## config.mk

```make
export PLATFORM = sky130hd
export DESIGN_NAME = ssq_supervisor
export DESIGN_NICKNAME = d
export VERILOG_FILES = /design/src/ssq_pkg.sv /design/src/ssq_supervisor.sv
export SDC_FILE = /design/constraint.sdc
export NUM_CORES = 1
export LEC_CHECK = 0
export BUFFER_PORTS_ARGS = -buffer_cell sky130_fd_sc_hd__buf_2
export CORE_UTILIZATION = 40
export CTS_CLUSTER_SIZE = 25
export DETAILED_ROUTE_END_ITERATION = 8
export GPL_TIMING_DRIVEN = 0
export PLACE_DENSITY_LB_ADDON = 0.15
export SLEW_MARGIN = 20
export SYNTH_ARGS = -nofsm -noshare
export SYNTH_HDL_FRONTEND = slang
export SYNTH_SLANG_ARGS = --single-unit
```

## constraint.sdc

```tcl
create_clock -name clk -period 2.3 [get_ports clk]
set_clock_uncertainty 0.05 [all_clocks]
set_input_delay 0.345 -clock clk [delete_from_list [all_inputs] [get_ports clk]]
set_output_delay 0.345 -clock clk [all_outputs]
set_load 0.02 [all_outputs]
```

## src/ssq_pkg.sv

```systemverilog
// ssq_pkg: constants and carrier types for the supply supervisor sequencer
// assumes a 20 MHz core clock; analog comparisons arrive as flags
package ssq_pkg;

    localparam int CLK_HZ = 20000000;
    // sample tick of the internal oscillator, about 30 kHz
    localparam int OSC_HZ = 30000;
    localparam int OSC_DIV = CLK_HZ / OSC_HZ;
    localparam int SAMPLES_TO_TRIP = 3;
    // warning pulse time, least and longest
    localparam int WARN_PULSE_MIN_US = 200;
    localparam int WARN_PULSE_MAX_US = 500;
    localparam int WARN_PULSE_CYC = (WARN_PULSE_MIN_US * (CLK_HZ / 1000000));
    // reset hold time
    localparam int RESET_HOLD_MS = 100;
    localparam int RESET_HOLD_CYC = RESET_HOLD_MS * (CLK_HZ / 1000);
    // watchdog period
    localparam int WDOG_MS = 150;
    localparam int WDOG_CYC = WDOG_MS * (CLK_HZ / 1000);
    // chip-enable hold timeout
    localparam int CE_HOLD_MS = 5000;
    localparam int CE_HOLD_CYC = CE_HOLD_MS * (CLK_HZ / 1000);
    localparam int CNT_W = 32;

    // comparator flags, all active when the comparison is out of tolerance
    typedef struct packed {
        logic below_trip;
        logic below_battery;
        logic warn_below;
    } ssq_flags_t;

    // outputs towards the processor and memory
    typedef struct packed {
        logic reset_hi;
        logic reset_n;
        logic warn_irq_n;
        logic warn_irq_oe_n;
        logic mem_select_out;
        logic supply_switch_flag;
        logic supply_switch_flag_n;
    } ssq_outs_t;

    typedef enum logic [1:0] {
        SSQ_RUN,
        SSQ_SLEEP,
        SSQ_DOWN
    } ssq_state_t;

endpackage

```

## src/ssq_supervisor.sv

```systemverilog
// ssq_supervisor: reset, warning interrupt, write-protect and power-fail sequencing
// assumes comparator flags and pins are asynchronous and pass a two-stage synchroniser
`timescale 1ns/100ps

// Overview of operation
// - volatile mode: isolate processor signals below battery
// - warning pulse low at most 200 us
// - volatile mode: warning floats below battery level
// - volatile mode: resets active below trip level
// - volatile mode: reset held hold time after valid
// - warning blocked until supply reaches trip
// - pulse ends on timeout or input recovery
// - backed mode: no events until rearm
// - backed mode: no reset on supply fall
// - backed mode: warning pulse then held high
// - backed mode: reset on rise past battery
// - backed mode: warning forces active reset off
// - volatile mode: each kick while low gives another pulse
// - write-protect and power-fail on power-down
// - warning then watchdog reset without kick
// - backed mode: reset when warning input rises
// - sleep disables reset and warning outputs and ignores the warning input
// - button falling edge wakes, watchdog resets
// - wake on control high or power return
// - sleep power loss: reset only volatile mode
// - backed mode: button wake ignores warning input
// - three consecutive low samples start warning
// - static mode pin selects operating mode
// - active chip select held until done
module ssq_supervisor (
    // clock and reset
    input wire logic clk,
    input wire logic srst,
    // comparator flags and mode
    input wire ssq_pkg::ssq_flags_t flags,
    input wire logic mode_select_pin,
    // processor and memory pins
    input wire logic watchdog_kick_in,
    input wire logic button_reset_in,
    input wire logic wake_sleep_ctl,
    input wire logic mem_select_in,
    // outputs
    output ssq_pkg::ssq_outs_t outs,
    output logic sleeping
);

    localparam int NIN = 8;
    // idle pin levels, so that no false edge follows reset
    localparam logic [NIN-1:0] SYNC_IDLE = 8'h0f;
    logic [NIN-1:0] raw;
    logic [NIN-1:0] sync1;
    logic [NIN-1:0] sync2;
    logic below_trip, below_batt, warn_low, mode_backed, kick, button, wsc, mem_in;
    logic kick_d, button_d, wsc_d, below_batt_d, warn_low_d;
    logic kick_fall, button_fall, wsc_fall, wsc_rise, batt_rise, warn_rise;
    localparam int CNT_W_LOCAL = ssq_pkg::CNT_W;
    logic [CNT_W_LOCAL-1:0] osc_cnt;
    logic osc_tick;
    logic [1:0] low_run;
    logic warn_det;
    logic warn_det_d;
    logic warn_pulse;
    logic [CNT_W_LOCAL-1:0] pulse_cnt;
    logic pulse_done;
    logic rearm_wait;
    logic [CNT_W_LOCAL-1:0] rst_cnt;
    logic rst_act;
    logic [CNT_W_LOCAL-1:0] wdog_cnt;
    logic wdog_armed;
    logic kicked_recent;
    logic [CNT_W_LOCAL-1:0] ce_cnt;
    logic ce_hold;
    logic ce_prot;
    logic ce_take;
    ssq_pkg::ssq_state_t state;
    logic trip_start;
    logic wdog_fire;

    assign raw = {flags.below_trip, flags.below_battery, flags.warn_below, mode_select_pin,
                  watchdog_kick_in, button_reset_in, wake_sleep_ctl, mem_select_in};

    // two-stage synchroniser per input
    generate
        for (genvar i = 0; i < NIN; i++)
        begin : g_sync
            always_ff @(posedge clk)
            begin
                if (srst)
                begin
                    sync1[i] <= SYNC_IDLE[i];
                    sync2[i] <= SYNC_IDLE[i];
                end
                else
                begin
                    sync1[i] <= raw[i];
                    sync2[i] <= sync1[i];
                end
            end
        end
    endgenerate

    assign {below_trip, below_batt, warn_low, mode_backed, kick, button, wsc, mem_in} = sync2;

    // edge history
    always_ff @(posedge clk)
    begin
        if (srst)
        begin
            kick_d <= 1'b1;
            button_d <= 1'b1;
            wsc_d <= 1'b1;
            below_batt_d <= 1'b0;
            warn_low_d <= 1'b0;
        end
        else
        begin
            kick_d <= kick;
            button_d <= button;
            wsc_d <= wsc;
            below_batt_d <= below_batt;
            warn_low_d <= warn_low;
        end
    end
    assign kick_fall = kick_d & ~kick;
    assign button_fall = button_d & ~button;
    assign wsc_fall = wsc_d & ~wsc;
    assign wsc_rise = ~wsc_d & wsc;
    assign batt_rise = below_batt_d & ~below_batt;
    assign warn_rise = warn_low_d & ~warn_low;

    // operating state: run, sleep, unpowered
    always_ff @(posedge clk)
    begin
        if (srst)
            state <= ssq_pkg::SSQ_RUN;
        else
        begin
            case (state)
                ssq_pkg::SSQ_RUN:
                    if (below_batt)
                        state <= ssq_pkg::SSQ_DOWN;
                    else if (wsc_fall && kicked_recent)
                        state <= ssq_pkg::SSQ_SLEEP;
                ssq_pkg::SSQ_SLEEP:
                    if (button_fall || wsc_rise)
                        state <= ssq_pkg::SSQ_RUN;
                    else if (below_batt)
                        state <= ssq_pkg::SSQ_DOWN;
                ssq_pkg::SSQ_DOWN:
                    if (!below_batt)
                        state <= ssq_pkg::SSQ_RUN;
                default:
                    state <= ssq_pkg::SSQ_RUN;
            endcase
        end
    end
    assign sleeping = (state == ssq_pkg::SSQ_SLEEP);

    // kick seen since the state last returned to run
    always_ff @(posedge clk)
    begin
        if (srst)
            kicked_recent <= 1'b0;
        else if (kick_fall)
            kicked_recent <= 1'b1;
        else if (state != ssq_pkg::SSQ_RUN)
            kicked_recent <= 1'b0;
    end

    // sample tick from the internal oscillator
    always_ff @(posedge clk)
    begin
        if (srst || osc_tick)
            osc_cnt <= '0;
        else
            osc_cnt <= osc_cnt + 1'b1;
    end
    assign osc_tick = (osc_cnt == CNT_W_LOCAL'(ssq_pkg::OSC_DIV - 1));

    // three consecutive low samples, else the detection clears
    always_ff @(posedge clk)
    begin
        if (srst || state != ssq_pkg::SSQ_RUN || below_trip && !warn_det)
        begin
            low_run <= '0;
            warn_det <= 1'b0;
        end
        else if (osc_tick)
        begin
            if (!warn_low)
            begin
                low_run <= '0;
                warn_det <= 1'b0;
            end
            else if (low_run == 2'(ssq_pkg::SAMPLES_TO_TRIP - 1))
                warn_det <= 1'b1;
            else
                low_run <= low_run + 1'b1;
        end
    end
    always_ff @(posedge clk)
    begin
        if (srst)
            warn_det_d <= 1'b0;
        else
            warn_det_d <= warn_det;
    end
    assign trip_start = (warn_det && !warn_det_d) || (warn_det && kick_fall);

    // warning pulse timing
    assign pulse_done = (pulse_cnt == CNT_W_LOCAL'(ssq_pkg::WARN_PULSE_CYC - 1));
    always_ff @(posedge clk)
    begin
        if (srst || state != ssq_pkg::SSQ_RUN)
        begin
            warn_pulse <= 1'b0;
            pulse_cnt <= '0;
        end
        else if (warn_pulse)
        begin
            if (pulse_done || !warn_low)
                warn_pulse <= 1'b0;
            pulse_cnt <= pulse_cnt + 1'b1;
        end
        else if (trip_start && !(mode_backed && rearm_wait))
        begin
            warn_pulse <= 1'b1;
            pulse_cnt <= '0;
        end
    end

    // backed mode quiet period after a pulse
    always_ff @(posedge clk)
    begin
        if (srst || warn_rise || batt_rise)
            rearm_wait <= 1'b0;
        else if (warn_pulse && (pulse_done || !warn_low) && mode_backed && !kick_fall)
            rearm_wait <= 1'b1;
    end

    // watchdog, armed when the warning input rises, on a button fall, or in run in volatile mode
    always_ff @(posedge clk)
    begin
        if (srst || state == ssq_pkg::SSQ_DOWN)
            wdog_armed <= 1'b0;
        else if (warn_rise || button_fall || (state == ssq_pkg::SSQ_RUN && !mode_backed))
            wdog_armed <= 1'b1;
    end
    always_ff @(posedge clk)
    begin
        if (srst || kick_fall || rst_act || state == ssq_pkg::SSQ_DOWN)
            wdog_cnt <= '0;
        else if (wdog_armed && (state == ssq_pkg::SSQ_RUN || button_fall) && !wdog_fire)
            wdog_cnt <= wdog_cnt + 1'b1;
        else if (wdog_fire)
            wdog_cnt <= '0;
    end
    assign wdog_fire = (wdog_cnt == CNT_W_LOCAL'(ssq_pkg::WDOG_CYC - 1));

    // reset sequencing
    always_ff @(posedge clk)
    begin
        if (srst)
        begin
            rst_act <= 1'b1;
            rst_cnt <= '0;
        end
        else if (!mode_backed && (below_trip || state == ssq_pkg::SSQ_DOWN))
        begin
            rst_act <= 1'b1;
            rst_cnt <= '0;
        end
        else if (mode_backed && (below_batt || (state == ssq_pkg::SSQ_SLEEP)))
        begin
            rst_act <= 1'b0;
            rst_cnt <= '0;
        end
        else if (mode_backed && (batt_rise || (warn_rise && rearm_wait)))
        begin
            rst_act <= 1'b1;
            rst_cnt <= '0;
        end
        else if (mode_backed && rst_act && warn_pulse)
            rst_act <= 1'b0;
        else if (wdog_fire)
        begin
            rst_act <= 1'b1;
            rst_cnt <= '0;
        end
        else if (rst_act)
        begin
            if (rst_cnt == CNT_W_LOCAL'(ssq_pkg::RESET_HOLD_CYC - 1))
                rst_act <= 1'b0;
            else
                rst_cnt <= rst_cnt + 1'b1;
        end
    end

    // chip-select write protect with hold of an active cycle
    assign ce_prot = below_trip || state == ssq_pkg::SSQ_DOWN;
    // an active cycle at the moment of failure is held from its first cycle on
    assign ce_take = !ce_hold && ce_cnt == '0 && !mem_in;
    always_ff @(posedge clk)
    begin
        if (srst || !ce_prot)
        begin
            ce_hold <= 1'b0;
            ce_cnt <= '0;
        end
        else if (ce_take)
        begin
            ce_hold <= 1'b1;
            ce_cnt <= ce_cnt + 1'b1;
        end
        else if (ce_hold)
        begin
            if (mem_in || ce_cnt == CNT_W_LOCAL'(ssq_pkg::CE_HOLD_CYC - 1))
                ce_hold <= 1'b0;
            ce_cnt <= ce_cnt + 1'b1;
        end
        else
            ce_cnt <= ce_cnt | CNT_W_LOCAL'(1);
    end

    // output register
    always_ff @(posedge clk)
    begin
        if (srst)
        begin
            outs.reset_hi <= 1'b1;
            outs.reset_n <= 1'b0;
            outs.warn_irq_n <= 1'b1;
            outs.warn_irq_oe_n <= 1'b0;
            outs.mem_select_out <= 1'b1;
            outs.supply_switch_flag <= 1'b0;
            outs.supply_switch_flag_n <= 1'b1;
        end
        else
        begin
            outs.reset_hi <= rst_act && !(state == ssq_pkg::SSQ_SLEEP);
            outs.reset_n <= !(rst_act && !(state == ssq_pkg::SSQ_SLEEP));
            outs.warn_irq_n <= !(warn_pulse && state == ssq_pkg::SSQ_RUN);
            outs.warn_irq_oe_n <= !mode_backed && below_batt;
            outs.mem_select_out <= (ce_prot && !ce_hold && !ce_take) ? 1'b1 : mem_in;
            outs.supply_switch_flag <= below_batt;
            outs.supply_switch_flag_n <= !below_batt;
        end
    end

endmodule

```

Yosys cells after proc, flatten, opt, wreduce, memory -nomap -nowiden:

Cells that the tools add are included.

* output and inout bits: 8
* register bits: 199
* logic and storage cells: 184

* reduce and logical (&&, ||, !) cells: 75
* bitwise gates (word level): 13
* eq/ne operators: 14
* muxes and demuxes: 33
* add/subtract/negate cells: 6

Operator list (count)
* $mux W32: 9
* $add A32 B1 Y32 const B: 5
* $eq A32 B10 Y1 const B: 1
* $eq A32 B12 Y1 const B: 1
* $eq A32 B21 Y1 const B: 1
* $eq A32 B22 Y1 const B: 1
* $eq A32 B27 Y1 const B: 1
* $logic_not A32 Y1: 1
* $logic_and A1 B1 Y1: 25
* $logic_or A1 B1 Y1: 20
* $mux W1: 16
* $logic_not A1 Y1: 15
* $mux W2: 7
* $reduce_bool A2 Y1: 6
* $not A1 Y1: 7
* $and A1 B1 Y1: 6
* $ne A2 B2 Y1 const B: 3
* $pmux W2 S3: 1
* $reduce_and A3 Y1: 2
* $eq A2 B2 Y1 const B: 2
* $reduce_and A2 Y1: 2
* $reduce_or A2 Y1: 2
* $reduce_or A4 Y1: 1
* $ne A3 B1 Y1 const B: 1
* other kinds (5): 5

Longest topological paths before layout:

Gate-level depths: netlist of run 1.

* depth after elaboration: 7
* depth in mapped cells: 9

Worst setup path after synthesis of run 1:

Ideal clock, no wire load.

* kind: reg-to-reg
* start point: register ce_cnt[0]
* end point: register ce_cnt[30]
* setup time: 0.070 ns
* required time: 2.180 ns
* clock period less this slack: 2.308 ns
* arrival time: 2.187 ns
* path buffers: 0
* setup slack: -0.008 ns
* stages on the path, launching flop included: 9
* cells stage by stage: dfxtp_1 inv_1 ha_1 nor4b_1 nand3_1 o31a_1 or3_4 or4b_1 a21oi_1

* longest elaborated chain between the ends: 4
* elaborated cells on any way between the ends: 7

Ends and longest elaborated chain
* start: declaration: RTL line ssq_supervisor.sv:71 `logic [CNT_W_LOCAL-1:0] ce_cnt;`
* start signal: assignment: RTL line ssq_supervisor.sv:313 `ce_cnt <= ce_cnt + 1'b1;`
* start signal: assignment: RTL line ssq_supervisor.sv:319 `ce_cnt <= ce_cnt + 1'b1;`
* start signal: assignment: RTL line ssq_supervisor.sv:322 `ce_cnt <= ce_cnt | CNT_W_LOCAL'(1);`
* parallel branches: the longest is 4 deep, another holds $add A32 B1 Y32

Several ways; the timed one is not identified. The select of a mux whose other input is x is not followed.
A chain may end at the register's enable or synchronous reset.

Final worst setup path of run 1:

* start point: register ce_cnt[8]
* end point: register ce_cnt[30]

The elaborated chain is that of the path after synthesis.

==> results of run 1 <==
[synthesized netlist by cell type, types with 4 or more instances]
| library cell | n | share of area [%] |
|---|---|---|
| dfxtp_1 | 199 | 44 |
| nor2_1 | 150 | 6.3 |
| nand2_1 | 77 | 3.2 |
| nand3_1 | 74 | 4.1 |
| a21oi_1 | 59 | 3.3 |
| xor2_1 | 58 | 5.6 |
| nand4_1 | 51 | 3.5 |
| clkbuf_1 | 33 | 1.4 |
| nor4_1 | 31 | 2.2 |
| inv_1 | 29 | 1.2 |
| or3_1 | 29 | 2.0 |
| xnor2_1 | 28 | 2.7 |
| o21ai_0 | 27 | 1.5 |
| and3_1 | 26 | 1.8 |
| nor3_1 | 23 | 1.3 |
| or2_2 | 22 | 1.5 |
| nor2b_1 | 16 | 1.1 |
| and4_1 | 13 | 1.3 |
| and2_1 | 9 | 0.63 |
| mux2_2 | 9 | 1.1 |
| nor4b_1 | 9 | 0.88 |
| or4_1 | 9 | 0.75 |
| ha_1 | 8 | 1.1 |
| nand2b_1 | 8 | 0.56 |
| o211ai_1 | 8 | 0.67 |
| o21a_1 | 7 | 0.58 |
| a31oi_1 | 5 | 0.35 |
| a41oi_1 | 4 | 0.39 |
| mux2i_1 | 4 | 0.45 |
| o31ai_1 | 4 | 0.33 |
[worst max-delay path: stages, from the launching register on]
cell and delay [ns]:
dfxtp_4 0.36, nor4_4 0.28, nand4_1 0.17, o31a_1 0.35
or3_4 0.37, or4b_1 0.53, a21oi_1 0.12
[area by class of cell]
cell class,instances,share of cell area [%]
flip-flops and latches,199,37.6
multi-input cells,804,48.0
plain buffers,30,1.59
inverters,29,1.02
clock buffers,21,4.50
well taps,280,3.28
repair buffers,45,3.16
clock inverters,11,0.820
[worst paths after layout]
path	endpoint	slack [ns]	depth (start not counted)
worst max register to register	ce_cnt[30]	0.003	6
worst max-delay path	ce_cnt[30]	0.003	6
worst min-delay path	sync1[7]	0.06	2
worst min register to register	kick	0.36	1
[per-stage QoR]
stage | worst slack [ns] | total power (W)
6_report | 0.00303 | 0.00657
5_1_grt | -0.118 | 0.00684
4_1_cts | -0.0502 | 0.00665
3_5_place_dp | -0.412 | 0.00374
3_3_place_gp | -0.502 | 0.00374
2_1_floorplan | 0.0238 | 0.00368
[state kept, by name, indices dropped and copies added, names as in the netlist, 2 cells and up]
register / count
ce_cnt: 32
osc_cnt: 32
pulse_cnt: 32
rst_cnt: 32
wdog_cnt: 32
sync1: 8
outs: 7
low_run: 2
state: 2
[routing by layer]
metal,wire length [µm],GRT usage [%],vias up
li1,-,-,3932
met2,9350,29.8,71
met5,0,0,-
met4,212,5.83,0
met1,10300,24.0,3573
met3,593,3.31,16
[power groups by stage]
stage	Clock (W)	Sequential [W]	Combinational (W)
floorplan	0	0.00357	0.000111
global placement	0	0.00357	0.000167
detailed placement	0	0.00358	0.000167
CTS	0.00298	0.00350	0.000176
global route	0.00313	0.00350	0.000205
finish	0.00290	0.00350	0.000182
[what timing repair did]
| action | CTS | global route |
|---|---|---|
| gates cloned | 0 | 2 |
| hold buffers | 0 | 0 |
| endpoints found under the setup margin | 128 | 131 |
| pin swaps | 18 | 32 |
| setup buffers | 15 | 11 |
| resized for setup | 58 | 74 |
[cells by family (layout without fill, tap and decap cells)]
| kind of cell | Yosys count | count (layout) |
|---|---|---|
| flip-flops | 199 | 199 |
| buffers and inverters | 66 | 136 |
| XOR/XNOR | 86 | 86 |
| adder cells (fa/ha/maj) | 8 | 8 |
| AND/OR/NAND/NOR | 562 | 562 |
| multiplexers | 13 | 13 |
| AO/OA/AOI/OAI | 135 | 135 |
==> results.sh, run 1 <==
export IMPL_die_w_um=152
export IMPL_drive_gt1_share_pct=18.4
export IMPL_synth_cell_types=58
export IMPL_critPathRequiredTime_ns=2.62
export IMPL_rsz0062_at_grt="yes"
export IMPL_fillerInstances=2093
export IMPL_num_nets_final=1144
export IMPL_number_of_flops_mapped_to_enable_cells_by_yosys=0
export IMPL_worst_setup_path_start_kind="flop"
export IMPL_syn_area_per_cell_um2=8.41
export IMPL_grt_max_degree=18
export IMPL_synth_seq_area_share_pct=44.3
export IMPL_cts_sink_count=199
export IMPL_synthSimpleGateAreaFrac_pct=32.7
export IMPL_dieHeight_um=152
export IMPL_dominant_combinational_cell_family_by_area_after_synthesis="simple AND/OR/NAND/NOR gates"
export IMPL_cellLeakagePower_nw=3.63
export IMPL_drt_first_iter_violations=356
export IMPL_endpoint_kind="flop"
export IMPL_power_share_sequential_pct=53.2
export IMPL_slew_limit_headroom_pct=45.3
export IMPL_design_die_area_um2=23100
export IMPL_hpwl_mm=13.7
export IMPL_clockRootBuffer="clkbuf_16"
export IMPL_drt_pass1_iter_count=7
export IMPL_clk_transition_reported_paths_ns=0.07
export IMPL_synth_mux_area_share_pct=1.57
export IMPL_cts_tree="done"
export IMPL_final_instance_count_excl_fill=1419
export IMPL_core_area_um2=22000
export IMPL_grt_overflow_total=0
export IMPL_worst_slew_pin_slew_ns=0.814
export IMPL_cts_made_buffers=17
export IMPL_ys_flop_type="dfxtp_1"
export IMPL_combPwrFrac_pct=2.8
export IMPL_synth_seq_cells=199
export IMPL_leading_cell_types_in_the_layout_fill_and_taps_excluded="dfxtp_1 (175), nor2_1 (149), nand2_1 (74), nand3_1 (71), xor2_1 (57)"
export IMPL_layout_worst_path_cycle_share_pct=99.9
export IMPL_final_seq_area_um2=4020
export IMPL_finalWeightedCongestion=0.818
export IMPL_whs_ns=0.0612
export IMPL_switching_power_w=0.00152
export IMPL_synthesis_yosys_warnings=0
export IMPL_timing_final_hold_violations=0
export IMPL_final_setup_tns_ns=0
export IMPL_number_of_nets_produced_by_synthesis=1087
export IMPL_wl_per_cell_um=14.4
export IMPL_drt_drc_violations_left=2
export IMPL_async_reset_ff_share_pct=0
export IMPL_holdCritStartpoint="flags[2]"
export IMPL_syn_std_cell_area_um2=8990
export IMPL_vias=7592
export IMPL_clk_path_buf_depth=2
export IMPL_antenna_found_initial=0
export IMPL_final_setup_viol_count=0
export IMPL_placed_area_um2=9440
export IMPL_compound_cell_area_share_of_the_yosys_netlist_pct=9.04
export IMPL_run_status="finished with violations"
export IMPL_cp_arrival_ns=2.62
export IMPL_number_of_levels_in_the_clock_h_tree=4
export IMPL_place_port_buffers=17
export IMPL_grt_pass1_vias=7164
export IMPL_power_density_cell_area_nw_per_um2=616
export IMPL_post_synth_fa_ha_maj_area_fraction_pct=1.11
export IMPL_final_common_cell="dfxtp_1"
export IMPL_wl_mm=20.4
export IMPL_grt_util_all_layers_pct=18.1
export IMPL_count_of_standard_cell_rows=54
export IMPL_final_core_utilization_pct=48.6
export IMPL_timing_critical_path_from="ce_cnt[8]"
export IMPL_top_level_ports=18
export IMPL_final_min_clock_period_ns=2.30
export IMPL_viasPerCell=5.35
export IMPL_initial_utilization_pct=41.0
export IMPL_type_of_the_worst_setup_path="reg -> reg"
export IMPL_timing_fmax_ghz=0.435
export IMPL_flow_area_growth_from_synthesis_pct=18.8
export IMPL_synthXorXnorAreaFrac_pct=8.38
export IMPL_hp_class="in -> reg"
export IMPL_multi_input_gate_area_um2=5120
export IMPL_critical_path_max_fanout=4
export IMPL_synth_instances=1069
export IMPL_grt_pass1_wl_mm=34.6
export IMPL_timing_final_max_slew_violations=0
export IMPL_clk_insertion_delay_late_ns=0.44
export IMPL_vdd_ir_drop_max_mv=0.352
export IMPL_drtAntennaViolNets=0
export IMPL_share_clk_of_total_power_pct=44.1
export IMPL_power_report_internal_total_w=0.00506
export IMPL_antennaDiodeCount=0
export IMPL_final_area_um2=10700
export IMPL_crit_reg2reg_launch="ce_cnt[8]"
export IMPL_failing_checks="DRC"
export IMPL_dp_cells=1366
export IMPL_max_cap_violations=0
export IMPL_power_share_switching_pct=23.1
No activity file was read; power rests on OpenSTA's default activity.
==> run 2: changes to the inputs <==
--- a/config.mk
+++ b/config.mk
@@ -11,6 +11,7 @@
 export DETAILED_ROUTE_END_ITERATION = 8
 export GPL_TIMING_DRIVEN = 0
 export PLACE_DENSITY_LB_ADDON = 0.15
+export SETUP_SLACK_MARGIN = 0.5
 export SLEW_MARGIN = 20
 export SYNTH_ARGS = -nofsm -noshare
 export SYNTH_HDL_FRONTEND = slang
==> run 2 against run 1 <==
  * Clock-buffer cell count down 3
  * Worst setup slack worse by 0.10 ns
  * Sequential power about the same
  * Via count up 8.5%
  * Critical path depth up 1
  * The flow finishes with violations (DRC, setup timing)
==> results.sh, run 2 (synthesized netlist as in run 1, its figures left out) <==
export IMPL_run_status="finished with violations"
export IMPL_failing_checks="DRC, setup timing"
export IMPL_post_route_worst_setup_slack_ns=-0.102
export IMPL_grt_util_all_layers_pct=19.8
export IMPL_num_nets_final=1239
export IMPL_timing_fmax_ghz=0.416
export IMPL_whs_path_depth=2
export IMPL_power_share_sequential_pct=49.1
export IMPL_viasPerCell=5.44
export IMPL_clk_transition_reported_paths_ns=0.08
export IMPL_worst_r2r_path_depth=7
export IMPL_timing_critical_path_buf_inv=1
export IMPL_rsz0062_at_grt="yes"
export IMPL_wl_mm=23.3
export IMPL_drt_first_iter_violations=391
export IMPL_final_setup_viol_count=20
export IMPL_vias=8241
export IMPL_cpPeakStageDelay_ns=0.58
export IMPL_final_common_cell="dfxtp_1"
export IMPL_critical_path_slowest_cell="or4_4"
export IMPL_worstHoldEndpoint="sync1[3]"
export IMPL_drt_pass1_iter_count=9
export IMPL_holdCritStartpoint="watchdog_kick_in"
export IMPL_dp_cells=1366
export IMPL_highest_signal_layer="met4"
export IMPL_die_w_um=152
export IMPL_design_die_area_um2=23100
export IMPL_power_density_cell_area_nw_per_um2=553
export IMPL_cp_top_family="simple AND/OR/NAND/NOR gates"
export IMPL_final_area_um2=12800
export IMPL_hp_class="in -> reg"
export IMPL_final_core_utilization_pct=58.4
export IMPL_slew_limit_headroom_pct=45.5
export IMPL_combPwrFrac_pct=4.1
export IMPL_antennaDiodeCount=0
export IMPL_worst_setup_path_start_kind="flop"
export IMPL_grt_pass1_wl_mm=37.7
export IMPL_crit_chain="nor4_2 -> nand3_1 -> or4_4 -> buf_6 -> a211o_4 -> or3_1 -> a21oi_1"
export IMPL_drtAntennaViolNets=0
export IMPL_layout_worst_path_cycle_share_pct=104
export IMPL_type_of_the_worst_setup_path="reg -> reg"
export IMPL_cts_tree="done"
export IMPL_timing_final_hold_violations=0
export IMPL_final_seq_area_um2=4120
export IMPL_flow_area_growth_from_synthesis_pct=42.6
export IMPL_power_share_switching_pct=23.8
export IMPL_met1_wire_length_mm=11.2
export IMPL_cts_made_buffers=17
export IMPL_leading_cell_types_in_the_layout_fill_and_taps_excluded="dfxtp_1 (135), nor2_1 (118), buf_4 (72), nand2_1 (67), nand3_1 (60)"
export IMPL_place_port_buffers=17
export IMPL_core_area_um2=22000
export IMPL_critPathRequiredTime_ns=2.63
export IMPL_crit_reg2reg_capture="rst_cnt[27]"
export IMPL_multi_input_gate_area_um2=6000
export IMPL_regToRegSetupSlack_ns=-0.10
export IMPL_finalWeightedCongestion=0.807
export IMPL_number_of_buffers_inserted_for_hold_repair_after_clock_tree_synthesis=0
export IMPL_hpwl_mm=13.7
export IMPL_count_of_standard_cell_rows=54
export IMPL_power_report_internal_total_w=0.00540
export IMPL_clockRootBuffer="clkbuf_16"
export IMPL_dr_wl_met3_um=609
export IMPL_clk_insertion_delay_late_ns=0.44
export IMPL_wl_per_cell_um=15.4
export IMPL_final_min_clock_period_ns=2.40
export IMPL_placed_area_um2=9750
export IMPL_fillerInstances=1850
export IMPL_cp_arrival_ns=2.73
export IMPL_cts_sink_count=199
export IMPL_endpoint_kind="flop"
export IMPL_share_clk_of_total_power_pct=46.8
export IMPL_top_level_ports=18
export IMPL_initial_utilization_pct=41.0
export IMPL_dieHeight_um=152
export IMPL_critical_path_max_fanout=5
export IMPL_drive_gt1_share_pct=38.2
export IMPL_vdd_ir_drop_max_mv=0.439
export IMPL_clk_path_buf_depth=2
export IMPL_antenna_found_initial=0
export IMPL_max_cap_violations=0
export IMPL_cellLeakagePower_nw=4.65
export IMPL_grt_max_degree=21
export IMPL_timing_final_max_slew_violations=0
export IMPL_grt_pass1_vias=7644
export IMPL_switching_power_w=0.00169
export IMPL_final_instance_count_excl_fill=1514
export IMPL_drt_drc_violations_left=3
export IMPL_number_of_levels_in_the_clock_h_tree=4
export IMPL_grt_overflow_total=0
export IMPL_crit_reg2reg_launch="wdog_cnt[29]"
export IMPL_worst_slew_pin_slew_ns=0.811
export IMPL_dr_wl_met2_mm=11.2
run 2: cell types whose count changed in the layout (fill, tap and decap cells not counted), moves of 11 or more:
cell,previous run,this run
buf_6,2,41
buf_8,2,13
dfxtp_4,3,21
dfxtp_1,175,135
nor2_1,149,118
buf_4,28,72
a21oi_1,52,35
nor2_2,1,12
a21oi_2,6,23
dfxtp_2,21,43
nand3_1,71,60
nor2_4,0,20
run 2: power groups by stage:
| stage | registers (W) | clock network (W) | logic (W) |
|---|---|---|---|
| after global placement | 0.00358 | 0 | 0.000183 |
| after floorplan | 0.00357 | 0 | 0.000127 |
| after CTS | 0.00349 | 0.00339 | 0.000260 |
| after global routing | 0.00348 | 0.00353 | 0.000314 |
| final | 0.00348 | 0.00332 | 0.000291 |
| after detailed placement | 0.00358 | 0 | 0.000183 |
run 2: routing by layer:
| metal | up-vias | GRT usage [%] |
|---|---|---|
| li1 | 4133 | - |
| met1 | 3965 | 26.6 |
| met2 | 113 | 32.4 |
| met3 | 30 | 3.51 |
| met4 | 0 | 5.73 |
| met5 | - | 0 |
run 2: repair_timing:
| action | in CTS | in global routing |
|---|---|---|
| pin swaps | 99 | 70 |
| setup buffers | 65 | 41 |
| resized for setup | 236 | 166 |
| cloned | 9 | 1 |
| setup endpoints to repair | 166 | 162 |
run 2: through the flow:
stage	hold WS [ns]	power (W)	setup WS (ns)	setup TNS (ns)
floorplan	0.339	0.00370	0.0678	0
global placement	0.343	0.00376	-0.294	-5.54
detailed placement	0.345	0.00376	-0.321	-5.68
CTS	0.0210	0.00714	-0.0833	-0.161
global route	0.0271	0.00733	-0.221	-5.68
finish	0.0296	0.00709	-0.102	-0.607
run 2: cell type report:
cell class | count | share of cell area [%]
plain buffers | 37 | 3.06
clock buffers | 18 | 3.42
clock inverters | 14 | 1.77
inverters | 29 | 0.849
multi-input cells | 804 | 46.8
flip-flops and latches | 199 | 32.1
well taps | 280 | 2.73
repair buffers | 133 | 9.33
run 2: worst max-delay path by stage:
stage                 start           to  slack [ns]  cells after the start
4_1_cts        wdog_cnt[11]  rst_cnt[27]       -0.08                      7
3_3_place_gp   wdog_cnt[27]  rst_cnt[15]       -0.29                      7
6_report       wdog_cnt[29]  rst_cnt[27]       -0.10                      7
3_5_place_dp   wdog_cnt[27]  rst_cnt[24]       -0.32                      7
2_1_floorplan  wdog_cnt[27]  rst_cnt[29]        0.07                      7
5_1_grt        wdog_cnt[17]  rst_cnt[29]       -0.22                      7
==> run 3: changes to the inputs <==
--- a/config.mk
+++ b/config.mk
@@ -16,3 +16,4 @@
 export SYNTH_ARGS = -nofsm -noshare
 export SYNTH_HDL_FRONTEND = slang
 export SYNTH_SLANG_ARGS = --single-unit
+export TNS_END_PERCENT = 1
==> run 3 against run 2 <==
  * The flow still finishes with violations (DRC, setup timing)
  * First-iteration DRC count fell by 5.1%
  * Maximum frequency up 2.0%
  * Flip-flop and latch count unchanged
  * Critical endpoint is now rst_cnt[29]
  * Final cell count is 6.6% lower
  * Design area decreased by 11%
  * Critical path depth unchanged
  * Largest power group unchanged
  * Utilization down 6.3 points
  * Routed wire length decreased by 10%
  * Sequential power about the same
==> results.sh, run 3 (synthesized netlist as in run 1, its figures left out) <==
export IMPL_grt_max_degree=17
export IMPL_drt_pass1_iter_count=7
export IMPL_failing_checks="DRC, setup timing"
export IMPL_cts_sink_count=199
export IMPL_power_share_sequential_pct=50.2
export IMPL_cellLeakagePower_nw=3.89
export IMPL_timing_fmax_ghz=0.425
export IMPL_cts_made_buffers=17
export IMPL_drt_drc_violations_left=2
export IMPL_drive_gt1_share_pct=26.4
export IMPL_regToRegSetupSlack_ns=-0.05
export IMPL_worst_setup_path_start_kind="flop"
export IMPL_layout_worst_path_cycle_share_pct=102
export IMPL_dieHeight_um=152
export IMPL_count_of_standard_cell_rows=54
export IMPL_num_nets_final=1139
export IMPL_grt_pass1_vias=7276
export IMPL_place_port_buffers=17
export IMPL_wl_mm=21.0
export IMPL_power_share_switching_pct=21.4
export IMPL_combPwrFrac_pct=3.3
export IMPL_timing_final_max_slew_violations=0
export IMPL_fillerInstances=2018
export IMPL_clk_path_buf_depth=2
export IMPL_run_status="finished with violations"
export IMPL_multi_input_gate_area_um2=5740
export IMPL_final_seq_area_um2=4060
export IMPL_number_of_levels_in_the_clock_h_tree=4
export IMPL_final_setup_viol_count=5
export IMPL_post_route_worst_setup_slack_ns=-0.0536
export IMPL_die_w_um=152
export IMPL_wl_per_cell_um=14.8
export IMPL_hp_class="in -> reg"
export IMPL_endpoint_kind="flop"
export IMPL_power_density_cell_area_nw_per_um2=608
export IMPL_max_cap_violations=0
export IMPL_drt_first_iter_violations=371
export IMPL_rsz0062_at_grt="yes"
export IMPL_critPathRequiredTime_ns=2.62
export IMPL_vdd_ir_drop_max_mv=0.346
export IMPL_design_die_area_um2=23100
export IMPL_final_setup_tns_ns=-0.204
export IMPL_final_core_utilization_pct=52.1
export IMPL_cts_tree="done"
export IMPL_flow_area_growth_from_synthesis_pct=27.3
export IMPL_vias=7745
export IMPL_clk_transition_reported_paths_ns=0.07
export IMPL_grt_pass1_wl_mm=35.2
export IMPL_clockRootBuffer="clkbuf_16"
export IMPL_drtAntennaViolNets=0
export IMPL_power_report_internal_total_w=0.00547
export IMPL_grt_overflow_total=0
export IMPL_antennaDiodeCount=0
export IMPL_finalWeightedCongestion=0.837
export IMPL_place_ws_ns=-0.485
export IMPL_antenna_found_initial=1
export IMPL_core_area_um2=22000
export IMPL_critical_path_max_fanout=5
export IMPL_share_clk_of_total_power_pct=46.5
export IMPL_grt_util_all_layers_pct=18.4
export IMPL_leading_cell_types_in_the_layout_fill_and_taps_excluded="dfxtp_1 (163), nor2_1 (112), nand2_1 (71), nand3_1 (66), xor2_1 (58)"
export IMPL_final_min_clock_period_ns=2.35
export IMPL_timing_final_hold_violations=0
export IMPL_slew_limit_headroom_pct=67.7
export IMPL_worst_slew_pin_slew_ns=0.481
export IMPL_design_power_total_w=0.00696
export IMPL_viasPerCell=5.48
export IMPL_switching_power_w=0.00149
export IMPL_cp_arrival_ns=2.68
export IMPL_top_level_ports=18
export IMPL_clk_insertion_delay_late_ns=0.44
export IMPL_type_of_the_worst_setup_path="reg -> reg"
export IMPL_initial_utilization_pct=41.0
export IMPL_hpwl_mm=14.0
export IMPL_final_common_cell="dfxtp_1"
[run 3: cell type report]
cell class                 count  area share, %
sequential                   199           35.4
inverter                      29          0.995
buffer                        37           2.92
clock inverter                10           1.45
tap                          280           3.06
multi-input combinational    804           50.1
clock buffer                  22           4.14
timing repair buffer          33           1.89
[run 3: per-stage QoR]
step,cells,cell area (µm²),hold WS [ns]
floorplan,1069,9000,0.339
global placement,1366,9440,0.342
detailed placement,1366,9440,0.344
CTS,1409,10900,0.0573
global route,1414,11400,0.0600
finish,1414,11400,0.0619
[run 3: worst paths after layout]
kind,from,endpoint,depth (start not counted)
min,button_reset_in,sync1[2],2
max reg2reg,wdog_cnt[27],rst_cnt[29],7
min reg2reg,sync1[3],kick,1
max,wdog_cnt[27],rst_cnt[29],7
[run 3: critical path, stage by stage, from the launching register on]
cell	delay (ns)
dfxtp_4	0.37
nor4_4	0.28
nand3_2	0.12
or4_4	0.54
buf_6	0.15
a211o_4	0.34
or3_4	0.33
a21oi_2	0.11
[run 3: power groups by stage]
stage / combinational [W] / sequential, W / clock [W]
after floorplan: 0.000111 / 0.00357 / 0
after global placement: 0.000167 / 0.00357 / 0
after detailed placement: 0.000168 / 0.00358 / 0
after CTS: 0.000196 / 0.00350 / 0.00332
after global routing: 0.000253 / 0.00349 / 0.00346
final: 0.000229 / 0.00349 / 0.00324
[run 3: what timing repair did]
action                                  in CTS  in global routing
hold endpoints to repair                     0                  0
resized for setup                          185                152
buffers inserted                            11                  5
endpoints found under the setup margin     166                163
hold buffers                                 0                  0
pin swaps                                   78                127
[run 3: routing by layer]
layer | share of wire, % | routed length [µm] | up-vias | track usage, %
met5 | 0.038 | 8 | - | 0
met4 | 0.95 | 200 | 2 | 4.57
met3 | 3.5 | 730 | 17 | 3.37
met2 | 48 | 10200 | 116 | 30.7
met1 | 47 | 9880 | 3694 | 24.4
li1 | - | - | 3916 | -
